<file path="src/pkg/pwg_map.svh">
// Purpose: register indexes, field positions and reset values of the
//          10-bit pwm generator
// Assumes: byte address on the bus is four times the register index
// Notes: definitions only
`ifndef PWG_MAP_SVH
`define PWG_MAP_SVH

// ==========================================================
// register indexes (byte address = index * 4)
`define PWG_IDX_IRQ_EN 14'h103E
`define PWG_IDX_FLAGS 14'h103F
`define PWG_IDX_DELAY 14'h1066
`define PWG_IDX_FILTER 14'h1067
`define PWG_IDX_MODE 14'h1078
`define PWG_IDX_STOP 14'h1079
`define PWG_IDX_DUTY_A_LO 14'h107A
`define PWG_IDX_DUTY_A_HI 14'h107B
`define PWG_IDX_DUTY_B_LO 14'h107C
`define PWG_IDX_DUTY_B_HI 14'h107D
`define PWG_IDX_CNT_LO 14'h107E
`define PWG_IDX_CNT_HI 14'h107F

// ==========================================================
// reset values and counter top
`define PWG_RST_FILTER 8'h0F
`define PWG_RST_DUTY_A 10'h3FF
`define PWG_RST_DUTY_B 10'h000
`define PWG_CNT_TOP 10'h3FF

// ==========================================================
// flag and enable bit positions
`define PWG_BIT_OVF 3
`define PWG_BIT_EMG 2
`define PWG_BIT_SHOT 1
`define PWG_BIT_SYNC_RESTART_PIN 0

// ==========================================================
// stop pin selector codes
`define PWG_STOP_OFF 2'h0
`define PWG_STOP_SHOT 2'h1
`define PWG_STOP_EMG 2'h2

`endif

</file>
<file path="src/pkg/pwg_pkg.sv">
// Purpose: types of the 10-bit pwm generator
// Assumes: nothing
// Notes: the whole state of the block is one packed struct
package pwg_pkg;

	typedef enum logic [1:0] {
		PWG_IDLE = 2'b00,
		PWG_RUN = 2'b01,
		PWG_DELAY = 2'b10
	} pwg_run_t;

	typedef enum logic [3:0] {
		PWG_R_NONE = 4'b0000,
		PWG_R_IRQ_EN = 4'b0001,
		PWG_R_FLAGS = 4'b0010,
		PWG_R_DELAY = 4'b0011,
		PWG_R_FILTER = 4'b0100,
		PWG_R_MODE = 4'b0101,
		PWG_R_STOP = 4'b0110,
		PWG_R_DA_LO = 4'b0111,
		PWG_R_DA_HI = 4'b1000,
		PWG_R_DB_LO = 4'b1001,
		PWG_R_DB_HI = 4'b1010,
		PWG_R_CNT_LO = 4'b1011,
		PWG_R_CNT_HI = 4'b1100
	} pwg_reg_t;

	typedef struct packed {
		logic ack;
		logic [7:0] rdata;
		logic en;
		logic cc;
		logic pol;
		logic [1:0] mode;
		logic [1:0] tsel;
		logic [2:0] psel;
		logic [5:0] stop_sel;
		logic [7:0] dly;
		logic [7:0] nfl;
		logic [3:0] ien;
		logic [3:0] flg;
		logic [9:0] duty_a;
		logic [9:0] duty_b;
		logic [9:0] cnt;
		logic [6:0] div;
		logic out;
		logic hold;
		pwg_run_t st;
		logic [7:0] dcnt;
		logic [7:0] fcnt;
		logic farm;
		logic [3:0] sync_a;
		logic [3:0] sync_b;
		logic [3:0] prev;
	} pwg_state_t;

endpackage

</file>
<file path="src/hw/pwg_top.sv">
// Purpose: control, configuration and event logic of a 10-bit pwm
//          generator, registers reached over avalon-mm
// Assumes: trigger and stop pins are asynchronous, single clock fx
// Notes: one access takes two cycles; pin 3 of the sync vector is the
//        trigger, pins 2..0 the halt pins
//
// The Avalon-MM slave port was chosen for this implementation.
module pwg_top
	import pwg_pkg::*;
(
	input wire logic clock,
	input wire logic rst_b,
	input wire logic [15:0] avs_address,
	input wire logic avs_read,
	input wire logic avs_write,
	input wire logic [31:0] avs_writedata,
	input wire logic [3:0] avs_byteenable,
	output logic [31:0] avs_readdata,
	output logic avs_waitrequest,
	input wire logic sync_restart_pin,
	input wire logic [2:0] external_halt_pin,
	output logic pwm_output,
	output logic irq
);
	import pwg_pkg::*;
`include "pwg_map.svh"

	// ==========================================================
	// decoding helpers
	function automatic pwg_reg_t reg_of(input logic [15:0] a);
		pwg_reg_t r;
		r = PWG_R_NONE;
		if (a[1:0] == 2'h0) begin
			case (a[15:2])
				`PWG_IDX_IRQ_EN: r = PWG_R_IRQ_EN;
				`PWG_IDX_FLAGS: r = PWG_R_FLAGS;
				`PWG_IDX_DELAY: r = PWG_R_DELAY;
				`PWG_IDX_FILTER: r = PWG_R_FILTER;
				`PWG_IDX_MODE: r = PWG_R_MODE;
				`PWG_IDX_STOP: r = PWG_R_STOP;
				`PWG_IDX_DUTY_A_LO: r = PWG_R_DA_LO;
				`PWG_IDX_DUTY_A_HI: r = PWG_R_DA_HI;
				`PWG_IDX_DUTY_B_LO: r = PWG_R_DB_LO;
				`PWG_IDX_DUTY_B_HI: r = PWG_R_DB_HI;
				`PWG_IDX_CNT_LO: r = PWG_R_CNT_LO;
				`PWG_IDX_CNT_HI: r = PWG_R_CNT_HI;
				default: r = PWG_R_NONE;
			endcase
		end
		return r;
	endfunction

	// divider tap: code 7 ticks every cycle, code 0 every 128th
	function automatic logic tick_of(input logic [6:0] d,
		input logic [2:0] sel);
		logic [6:0] mask;
		mask = 7'h7F >> sel;
		return (d & mask) == mask;
	endfunction

	pwg_state_t s;
	pwg_state_t n;
	logic [3:0] fall;
	logic tick;
	logic acc;
	logic wr;
	logic [7:0] wd;
	pwg_reg_t sel_r;
	logic sync_restart_pin_ok;
	logic shot;
	logic emg;
	logic [3:0] ev;
	logic [1:0] code;

	// ==========================================================
	// falling edge detect on synchronised pins
	genvar gi;
	generate
		for (gi = 0; gi < 4; gi = gi + 1) begin : g_edge
			assign fall[gi] = s.prev[gi] & ~s.sync_b[gi];
		end
	endgenerate

	// ==========================================================
	// bus answer: first cycle waits, second cycle completes
	assign avs_waitrequest = (avs_read | avs_write) & ~s.ack;
	assign avs_readdata = {24'h000000, s.rdata};
	assign pwm_output = s.out;
	assign irq = |(s.flg & s.ien);

	// ==========================================================
	// next state
	always_comb begin
		n = s;
		ev = 4'h0;
		shot = 1'b0;
		emg = 1'b0;
		sync_restart_pin_ok = 1'b0;
		code = 2'h0;
		acc = (avs_read | avs_write) & ~s.ack;
		wr = s.ack & avs_write & avs_byteenable[0];
		wd = avs_writedata[7:0];
		sel_r = reg_of(avs_address);
		tick = tick_of(s.div, s.psel);
		n.ack = acc;
		n.div = s.div + 7'h01;

		// pin synchronisers, first stage read only by second
		n.sync_a = {sync_restart_pin, external_halt_pin};
		n.sync_b = s.sync_a;
		n.prev = s.sync_b;

		// read data captured in the waiting cycle
		if (acc) begin
			case (sel_r)
				PWG_R_IRQ_EN: n.rdata = {4'h0, s.ien};
				PWG_R_FLAGS: n.rdata = {4'h0, s.flg};
				PWG_R_DELAY: n.rdata = s.dly;
				PWG_R_FILTER: n.rdata = s.nfl;
				PWG_R_MODE: n.rdata = {s.psel, s.pol, s.mode, s.tsel};
				PWG_R_STOP: n.rdata = {s.stop_sel, s.cc, s.en};
				PWG_R_DA_LO: n.rdata = s.duty_a[7:0];
				PWG_R_DA_HI: n.rdata = {6'h00, s.duty_a[9:8]};
				PWG_R_DB_LO: n.rdata = s.duty_b[7:0];
				PWG_R_DB_HI: n.rdata = {6'h00, s.duty_b[9:8]};
				PWG_R_CNT_LO: n.rdata = s.cnt[7:0];
				PWG_R_CNT_HI: n.rdata = {6'h00, s.cnt[9:8]};
				default: n.rdata = 8'h00;
			endcase
		end

		// trigger noise filter: pin must stay low nfl cycles of fx
		if (s.nfl == 8'h00) begin
			sync_restart_pin_ok = fall[3];
			n.farm = 1'b0;
		end else if (fall[3]) begin
			n.farm = 1'b1;
			n.fcnt = 8'h01;
		end else if (s.farm) begin
			if (s.sync_b[3]) begin
				n.farm = 1'b0;
			end else if (s.fcnt >= s.nfl) begin
				sync_restart_pin_ok = 1'b1;
				n.farm = 1'b0;
			end else begin
				n.fcnt = s.fcnt + 8'h01;
			end
		end

		// counter clear bit drops one cycle after it acted
		if (s.cc) begin
			n.cc = 1'b0;
		end

		// running generator
		if (s.en && tick) begin
			if (s.st == PWG_DELAY) begin
				if (s.dcnt == 8'h00) begin
					n.st = PWG_RUN;
					n.cnt = 10'h000;
					n.out = ~s.pol;
				end else begin
					n.dcnt = s.dcnt - 8'h01;
				end
			end else if (s.st == PWG_RUN) begin
				if (s.cnt == `PWG_CNT_TOP) begin
					ev[`PWG_BIT_OVF] = 1'b1;
					n.cnt = 10'h000;
					n.out = ~s.pol;
					if (s.hold) begin
						n.duty_a = s.duty_b;
						n.hold = 1'b0;
					end
					if (!s.mode[1]) begin
						n.en = 1'b0;
						n.st = PWG_IDLE;
					end
				end else begin
					n.cnt = s.cnt + 10'h001;
					if (s.cnt + 10'h001 == s.duty_a) begin
						n.out = ~s.out;
					end
				end
			end
		end

		// register writes, completing at the edge of the ack cycle
		if (wr) begin
			case (sel_r)
				PWG_R_IRQ_EN: n.ien = wd[3:0];
				PWG_R_FLAGS: n.flg = s.flg & wd[3:0];
				PWG_R_DELAY: n.dly = wd;
				PWG_R_FILTER: n.nfl = wd;
				PWG_R_MODE: begin
					n.psel = wd[7:5];
					n.pol = wd[4];
					n.mode = wd[3:2];
					n.tsel = wd[1:0];
				end
				PWG_R_STOP: begin
					n.stop_sel = wd[7:2];
					if (wd[1]) begin
						n.cc = 1'b1;
						n.cnt = 10'h000;
					end
					n.en = wd[0];
					if (wd[0] && !s.en) begin
						n.cnt = 10'h000;
						n.st = PWG_RUN;
						n.out = ~n.pol;
						n.hold = 1'b0;
					end
				end
				PWG_R_DA_LO: n.duty_a[7:0] = wd;
				PWG_R_DA_HI: n.duty_a[9:8] = wd[1:0];
				PWG_R_DB_LO: n.duty_b[7:0] = wd;
				PWG_R_DB_HI: n.duty_b[9:8] = wd[1:0];
				default: n.ien = n.ien;
			endcase
		end

		// trigger restart
		if (sync_restart_pin_ok && s.tsel[1]) begin
			ev[`PWG_BIT_SYNC_RESTART_PIN] = 1'b1;
			// enabling is refused while an emergency is pending
			if (s.mode == 2'b01 && !s.flg[`PWG_BIT_EMG]) begin
				n.en = 1'b1;
			end
			if (n.en) begin
				n.cnt = 10'h000;
				if (s.tsel[0]) begin
					n.st = PWG_DELAY;
					n.dcnt = s.dly;
					n.out = s.pol;
				end else begin
					n.st = PWG_RUN;
					n.out = ~s.pol;
				end
			end
		end

		// stop pins
		for (int i = 0; i < 3; i++) begin
			code = s.stop_sel[2 * i +: 2];
			if (fall[i]) begin
				case (code)
					`PWG_STOP_SHOT: shot = 1'b1;
					`PWG_STOP_EMG: emg = 1'b1;
					default: shot = shot;
				endcase
			end
		end
		if (shot && n.en) begin
			n.hold = 1'b1;
			ev[`PWG_BIT_SHOT] = 1'b1;
		end
		if (emg) begin
			n.en = 1'b0;
			ev[`PWG_BIT_EMG] = 1'b1;
		end

		// hardware set wins over a software clear in the same cycle
		n.flg = n.flg | ev;

		// output rests at polarity level when held or disabled
		if (!n.en) begin
			n.st = PWG_IDLE;
			n.hold = 1'b0;
			n.out = n.pol;
		end else if (n.hold) begin
			n.out = n.pol;
		end
	end

	// ==========================================================
	// state register
	always_ff @(posedge clock or negedge rst_b) begin
		if (!rst_b) begin
			s <= '0;
			s.nfl <= `PWG_RST_FILTER;
			s.duty_a <= `PWG_RST_DUTY_A;
			s.duty_b <= `PWG_RST_DUTY_B;
			s.st <= PWG_IDLE;
		end else begin
			s <= n;
		end
	end

endmodule

</file>
<file path="config.mk">
export PLATFORM = sky130hd
export DESIGN_NAME = pwg_top
export DESIGN_NICKNAME = d
export VERILOG_FILES = /design/src/pkg/pwg_pkg.sv /design/src/hw/pwg_top.sv
export VERILOG_INCLUDE_DIRS = /design/src /design/src/pkg
export SDC_FILE = /design/constraint.sdc
export NUM_CORES = 1
export LEC_CHECK = 0
export BUFFER_PORTS_ARGS = -buffer_cell sky130_fd_sc_hd__buf_2
export CORE_AREA = 2 2 116 118
export DETAILED_ROUTE_END_ITERATION = 8
export DIE_AREA = 0 0 118 120
export PLACE_DENSITY = 0.72
export SETUP_SLACK_MARGIN = 0.05
export SLEW_MARGIN = 20
export SYNTH_ARGS = -nofsm -noshare
export SYNTH_HDL_FRONTEND = slang
export SYNTH_SLANG_ARGS = --single-unit
</file>
<file path="constraint.sdc">
create_clock -name clock -period 4.36 [get_ports clock]
set_clock_uncertainty 0.05 [all_clocks]
set_input_delay 0.436 -clock clock [delete_from_list [all_inputs] [get_ports clock]]
set_output_delay 0.436 -clock clock [all_outputs]
set_load 0.05 [all_outputs]
</file>
Yosys cells after proc, flatten, opt, wreduce, memory -nomap -nowiden
Cells that the tools add are included.
{"block": "totals", "word_cells": 209, "ramBits": 0, "ff_bits": 119, "rom_bits": 0, "out_inout_bits": 35, "n_memories": 0, "latch_bits": 0}
{"block": "op_classes", "magnitude_cmp": 1, "bitwise": 20, "mul": 0, "shift": 1, "n_eq_ne": 38, "div": 0, "addsub": 4, "n_reduce_logical": 20, "n_mux": 98}
{"cell": "$mux 10", "count": 17}
{"cell": "$eq 14x13->1 const B", "count": 12}
{"cell": "$pmux 8 s12", "count": 1}
{"cell": "$mux 8", "count": 10}
{"cell": "$mux 70", "count": 1}
{"cell": "$mux 1", "count": 48}
{"cell": "$pmux 4 s12", "count": 1}
{"cell": "$mux 4", "count": 7}
{"cell": "$eq 4x4->1 const B", "count": 5}
{"cell": "$mux 9", "count": 2}
{"cell": "$eq 4x3->1 const B", "count": 4}
{"cell": "$logic_not 8->1", "count": 2}
{"cell": "$mux 2", "count": 7}
{"cell": "$reduce_and 2->1", "count": 7}
{"cell": "$mux 12", "count": 1}
{"cell": "$add 10x1->10 const B", "count": 1}
{"cell": "$eq 10x10->1", "count": 1}
{"cell": "$eq 10x10->1 const B", "count": 1}
{"cell": "$eq 2x1->1 const B", "count": 5}
{"cell": "$add 8x1->8 const B", "count": 1}
{"cell": "$and 4x4->4", "count": 2}
{"cell": "$eq 2x2->1 const B", "count": 4}
{"cell": "$eq 4x2->1 const B", "count": 2}
{"cell": "$ge 8x8->1", "count": 1}
{"cell": "other kinds (20)", "count": 39}

Logic depth before layout (Yosys ltp)
{"block": "logic_depth", "ltp_word": 16, "depth_mapped": 11}

Worst setup path after synthesis
OpenSTA, ideal clock, no wires.
{"block": "synth_timing", "kind": "input to register", "startpoint": "input avs_address[11]", "endpoint": "register s[42] (netlist name)", "path_slack_ps": 1349, "n_path_buf": 1, "stages": 8, "arrival_time_ps": 2865, "cell_sequence": "or4_1 > or4_4 > nor3_4 > nor2_2 > o31a_1 > or3_1 > buf_6 > a311oi_2"}
{"element": "start, declared", "line_no": "pwg_top.sv:13", "rtl": "input wire logic [15:0] avs_address,"}
{"element": "end signal, assigned", "line_no": "pwg_top.sv:285", "rtl": "s <= n;"}
{"element": "end, declared", "line_no": "pwg_top.sv:61", "rtl": "pwg_state_t s;"}

==> metrics <==
sequential area share after synthesis=43.0%; Final ANT Viol Nets=0; Yosys cell types=76; Setup crit end kind=flop; initial antenna violation count=0; clk sinks=between 100 and 150; Comb pwr share=5.3%; Area Overhead vs Synth=12.3%; Final Slew Violations=0; # setup viols final=0; Starting Density=53.7%; status=complete, no violations; commonest non-fill, non-tap cell in the layout=dfrtp_1; drt first-iter violations=403; Post-synth ARST share=100%; worst vdd ir=0.367 mV; layout cell share with drive strength beyond 1=21.9%; Sw Pwr=0.612 mW; fillcell total=1091; row count=42; GRT overflow=0; internal power=2.06 mW; max_slew headroom=around 42%; RePlAce Congestion=about 0.93; clock network power share=between 50% and 60%; fmax=0.291 GHz; sequential fraction of design power=a little over two fifths; design area=7830 sq um; PortBufs=43; CTS max path bufs=2; commonest cells after routing, fill and taps aside=dfrtp_1, nor2_1, nand2_1; Avg Vias per Cell=6.20; final cell count without fillers=939; Hold Crit Class=in2reg; Synth Flop Type=dfrtp_1; DRC violations left=0; Sw Share=22.9%; postcts setup bufs=0; WS Path Type=reg2reg; minimum clock period=3.43 ns; Yosys reg bits=119; First-pass DRT Iterations=5; mean post-synth cell area=9.83 sq um; chip width=118 um; I/O pin count=95; total number of vias=5821; clock-pin slew on the worst setup and hold paths=0.05 ns; final worst-path cycle share=between 70% and 80%; vias in the first global route=5683; leak pwr=3.58 nW; dpl cell area=7230 sq um; antenna diode count=0; P per Cell Area=around 340 nW/um^2; reg2reg path depth=10; Routed WL=18700 um; # hold bufs at CTS=1; mapped cell area=between 6000 and 7000 sq um; GRT Util Overall=27.3%; number of failing hold endpoints at the final stage=0; MaxCap Viol Count=0; Hold Crit Depth=1; Critical Path AT=3.71 ns; yosys synthesis warning count=0; post-cts sizing count=0; CORE AREA=13000 sq um; CP max FO=10; clk_lat worst skew=about 0.43 ns; htree depth=4; CTS root buffer=clkbuf_16; Sum Neg Setup Slack=0 ns; largest net degree at the start of global routing=51; CTS tree=built; Mapped Cells=approximately 710; WL/cell=19.9 um; die height=120 um; Placed Cells=just over 900; WP data required=4.64 ns; CTS Buf Count=17; number of synthesized flops with an enable pin=0; layout net count=823; slew of the pin with the lowest slew margin=just under 0.9 ns; Design Power=2.67 mW; post-detail-place hpwl=13400 um; first-pass GRT wire length=about 30000 um; RSZ-0062 raised after global routing=false; full die area=14200 sq um; startpoint types=flop
[cell type report]
type | instances | area (sq um) | share of cell area [%]
inverter | 23 | 86.3 | 1.10
multi-input combinational | 535 | 3630 | 46.4
clock inverter | 10 | 128 | 1.63
timing repair buffer | 54 | 303 | 3.87
sequential | 119 | 3000 | 38.3
tap | 176 | 220 | 2.81
clock buffer | 22 | 464 | 5.93
[synthesized netlist by cell type, drive strengths merged (8+ instances only)]
cell type | number | share of area [%]
dfrtp | 105 | 38
nor2 | 62 | 3.7
nand2 | 55 | 3.0
mux2 | 48 | 7.8
a21oi | 42 | 3.0
buf | 40 | 4.1
o21ai | 30 | 2.2
inv | 23 | 1.2
nand3 | 21 | 1.5
nor3 | 19 | 1.7
xor2 | 17 | 2.1
a22oi | 15 | 1.6
clkbuf | 15 | 0.81
dfstp | 14 | 5.3
ha | 13 | 2.3
mux2i | 13 | 1.9
nand4 | 13 | 1.2
xnor2 | 12 | 1.5
a31oi | 11 | 0.99
or3 | 10 | 0.90
a211oi | 9 | 1.0
or4 | 9 | 1.0
nor2b | 8 | 0.72
nor4 | 8 | 0.72
nor4bb | 8 | 1.1
[power by group through the flow]
stage | sequential, mW | combinational, mW | clock, mW
4_1_cts | 1.12 | 0.143 | 1.43
3_3_place_gp | 1.14 | 0.139 | 0
2_1_floorplan | 1.13 | 0.0991 | 0
3_5_place_dp | 1.14 | 0.141 | 0
6_report | 1.12 | 0.143 | 1.41
5_1_grt | 1.12 | 0.154 | 1.49
[flip-flops by register name (all words and copies together), names as in the netlist]
name / count
avs_readdata: 8
n: 8
pwm_output: 1
s: 100
code: 2
[worst max-delay path, cell delays in order (launching register included)]
cell and delay, ns:
dfrtp_1 0.49, ha_1 0.31, nand3_1 0.23, nor3_2 0.22, buf_4 0.17, nand4_1 0.12, o31ai_1 0.39, nor2_2 0.09
o31a_1 0.40, or3_1 0.59, a311oi_2 0.26
[stage by stage]
step	util, %	hold slack [ns]	setup WS [ns]
final	60.3	0.0671	0.925
after global routing	60.3	0.0564	0.694
after CTS	60.3	0.0542	0.897
after detailed placement	55.7	0.288	0.819
after global placement	55.7	0.285	0.860
after floorplan	-	0.0904	1.35
[metal layers]
metal  GRT usage, %  routed length (um)
met1           35.5                7960
met2           44.0                8960
met3           4.90                1110
met4           13.6                 661
met5              0                   0
[worst paths after layout]
| check | from | to | slack, ns |
|---|---|---|---|
| setup / recovery | s[40]$_DFF_PN0_ | s[48]$_DFF_PN0_ | 0.93 |
| hold / removal | external_halt_pin[0] | n[4]$_DFF_PN0_ | 0.07 |
| setup reg to reg | s[40]$_DFF_PN0_ | s[48]$_DFF_PN0_ | 0.93 |
| hold reg to reg | n[4]$_DFF_PN0_ | n[0]$_DFF_PN0_ | 0.30 |
| max in group asynchronous | rst_b | s[20]$_DFFE_PN0P_ | 2.80 |
| min in group asynchronous | rst_b | s[48]$_DFF_PN0_ | 0.45 |
[logic make-up after synthesis]
kind of cell / Yosys count / share of synthesized area, %
AOI/OAI and AO/OA: 159 / 15.9
other: 1 / 0.0538
buffers and inverters: 78 / 6.14
muxes: 61 / 9.62
DFF: 119 / 43.0
adders and majority gates: 13 / 2.33
xor gates and xnor gates: 29 / 3.65
and+or+nand+nor: 249 / 19.4
Note: power is estimated with default switching activity, not from simulation.
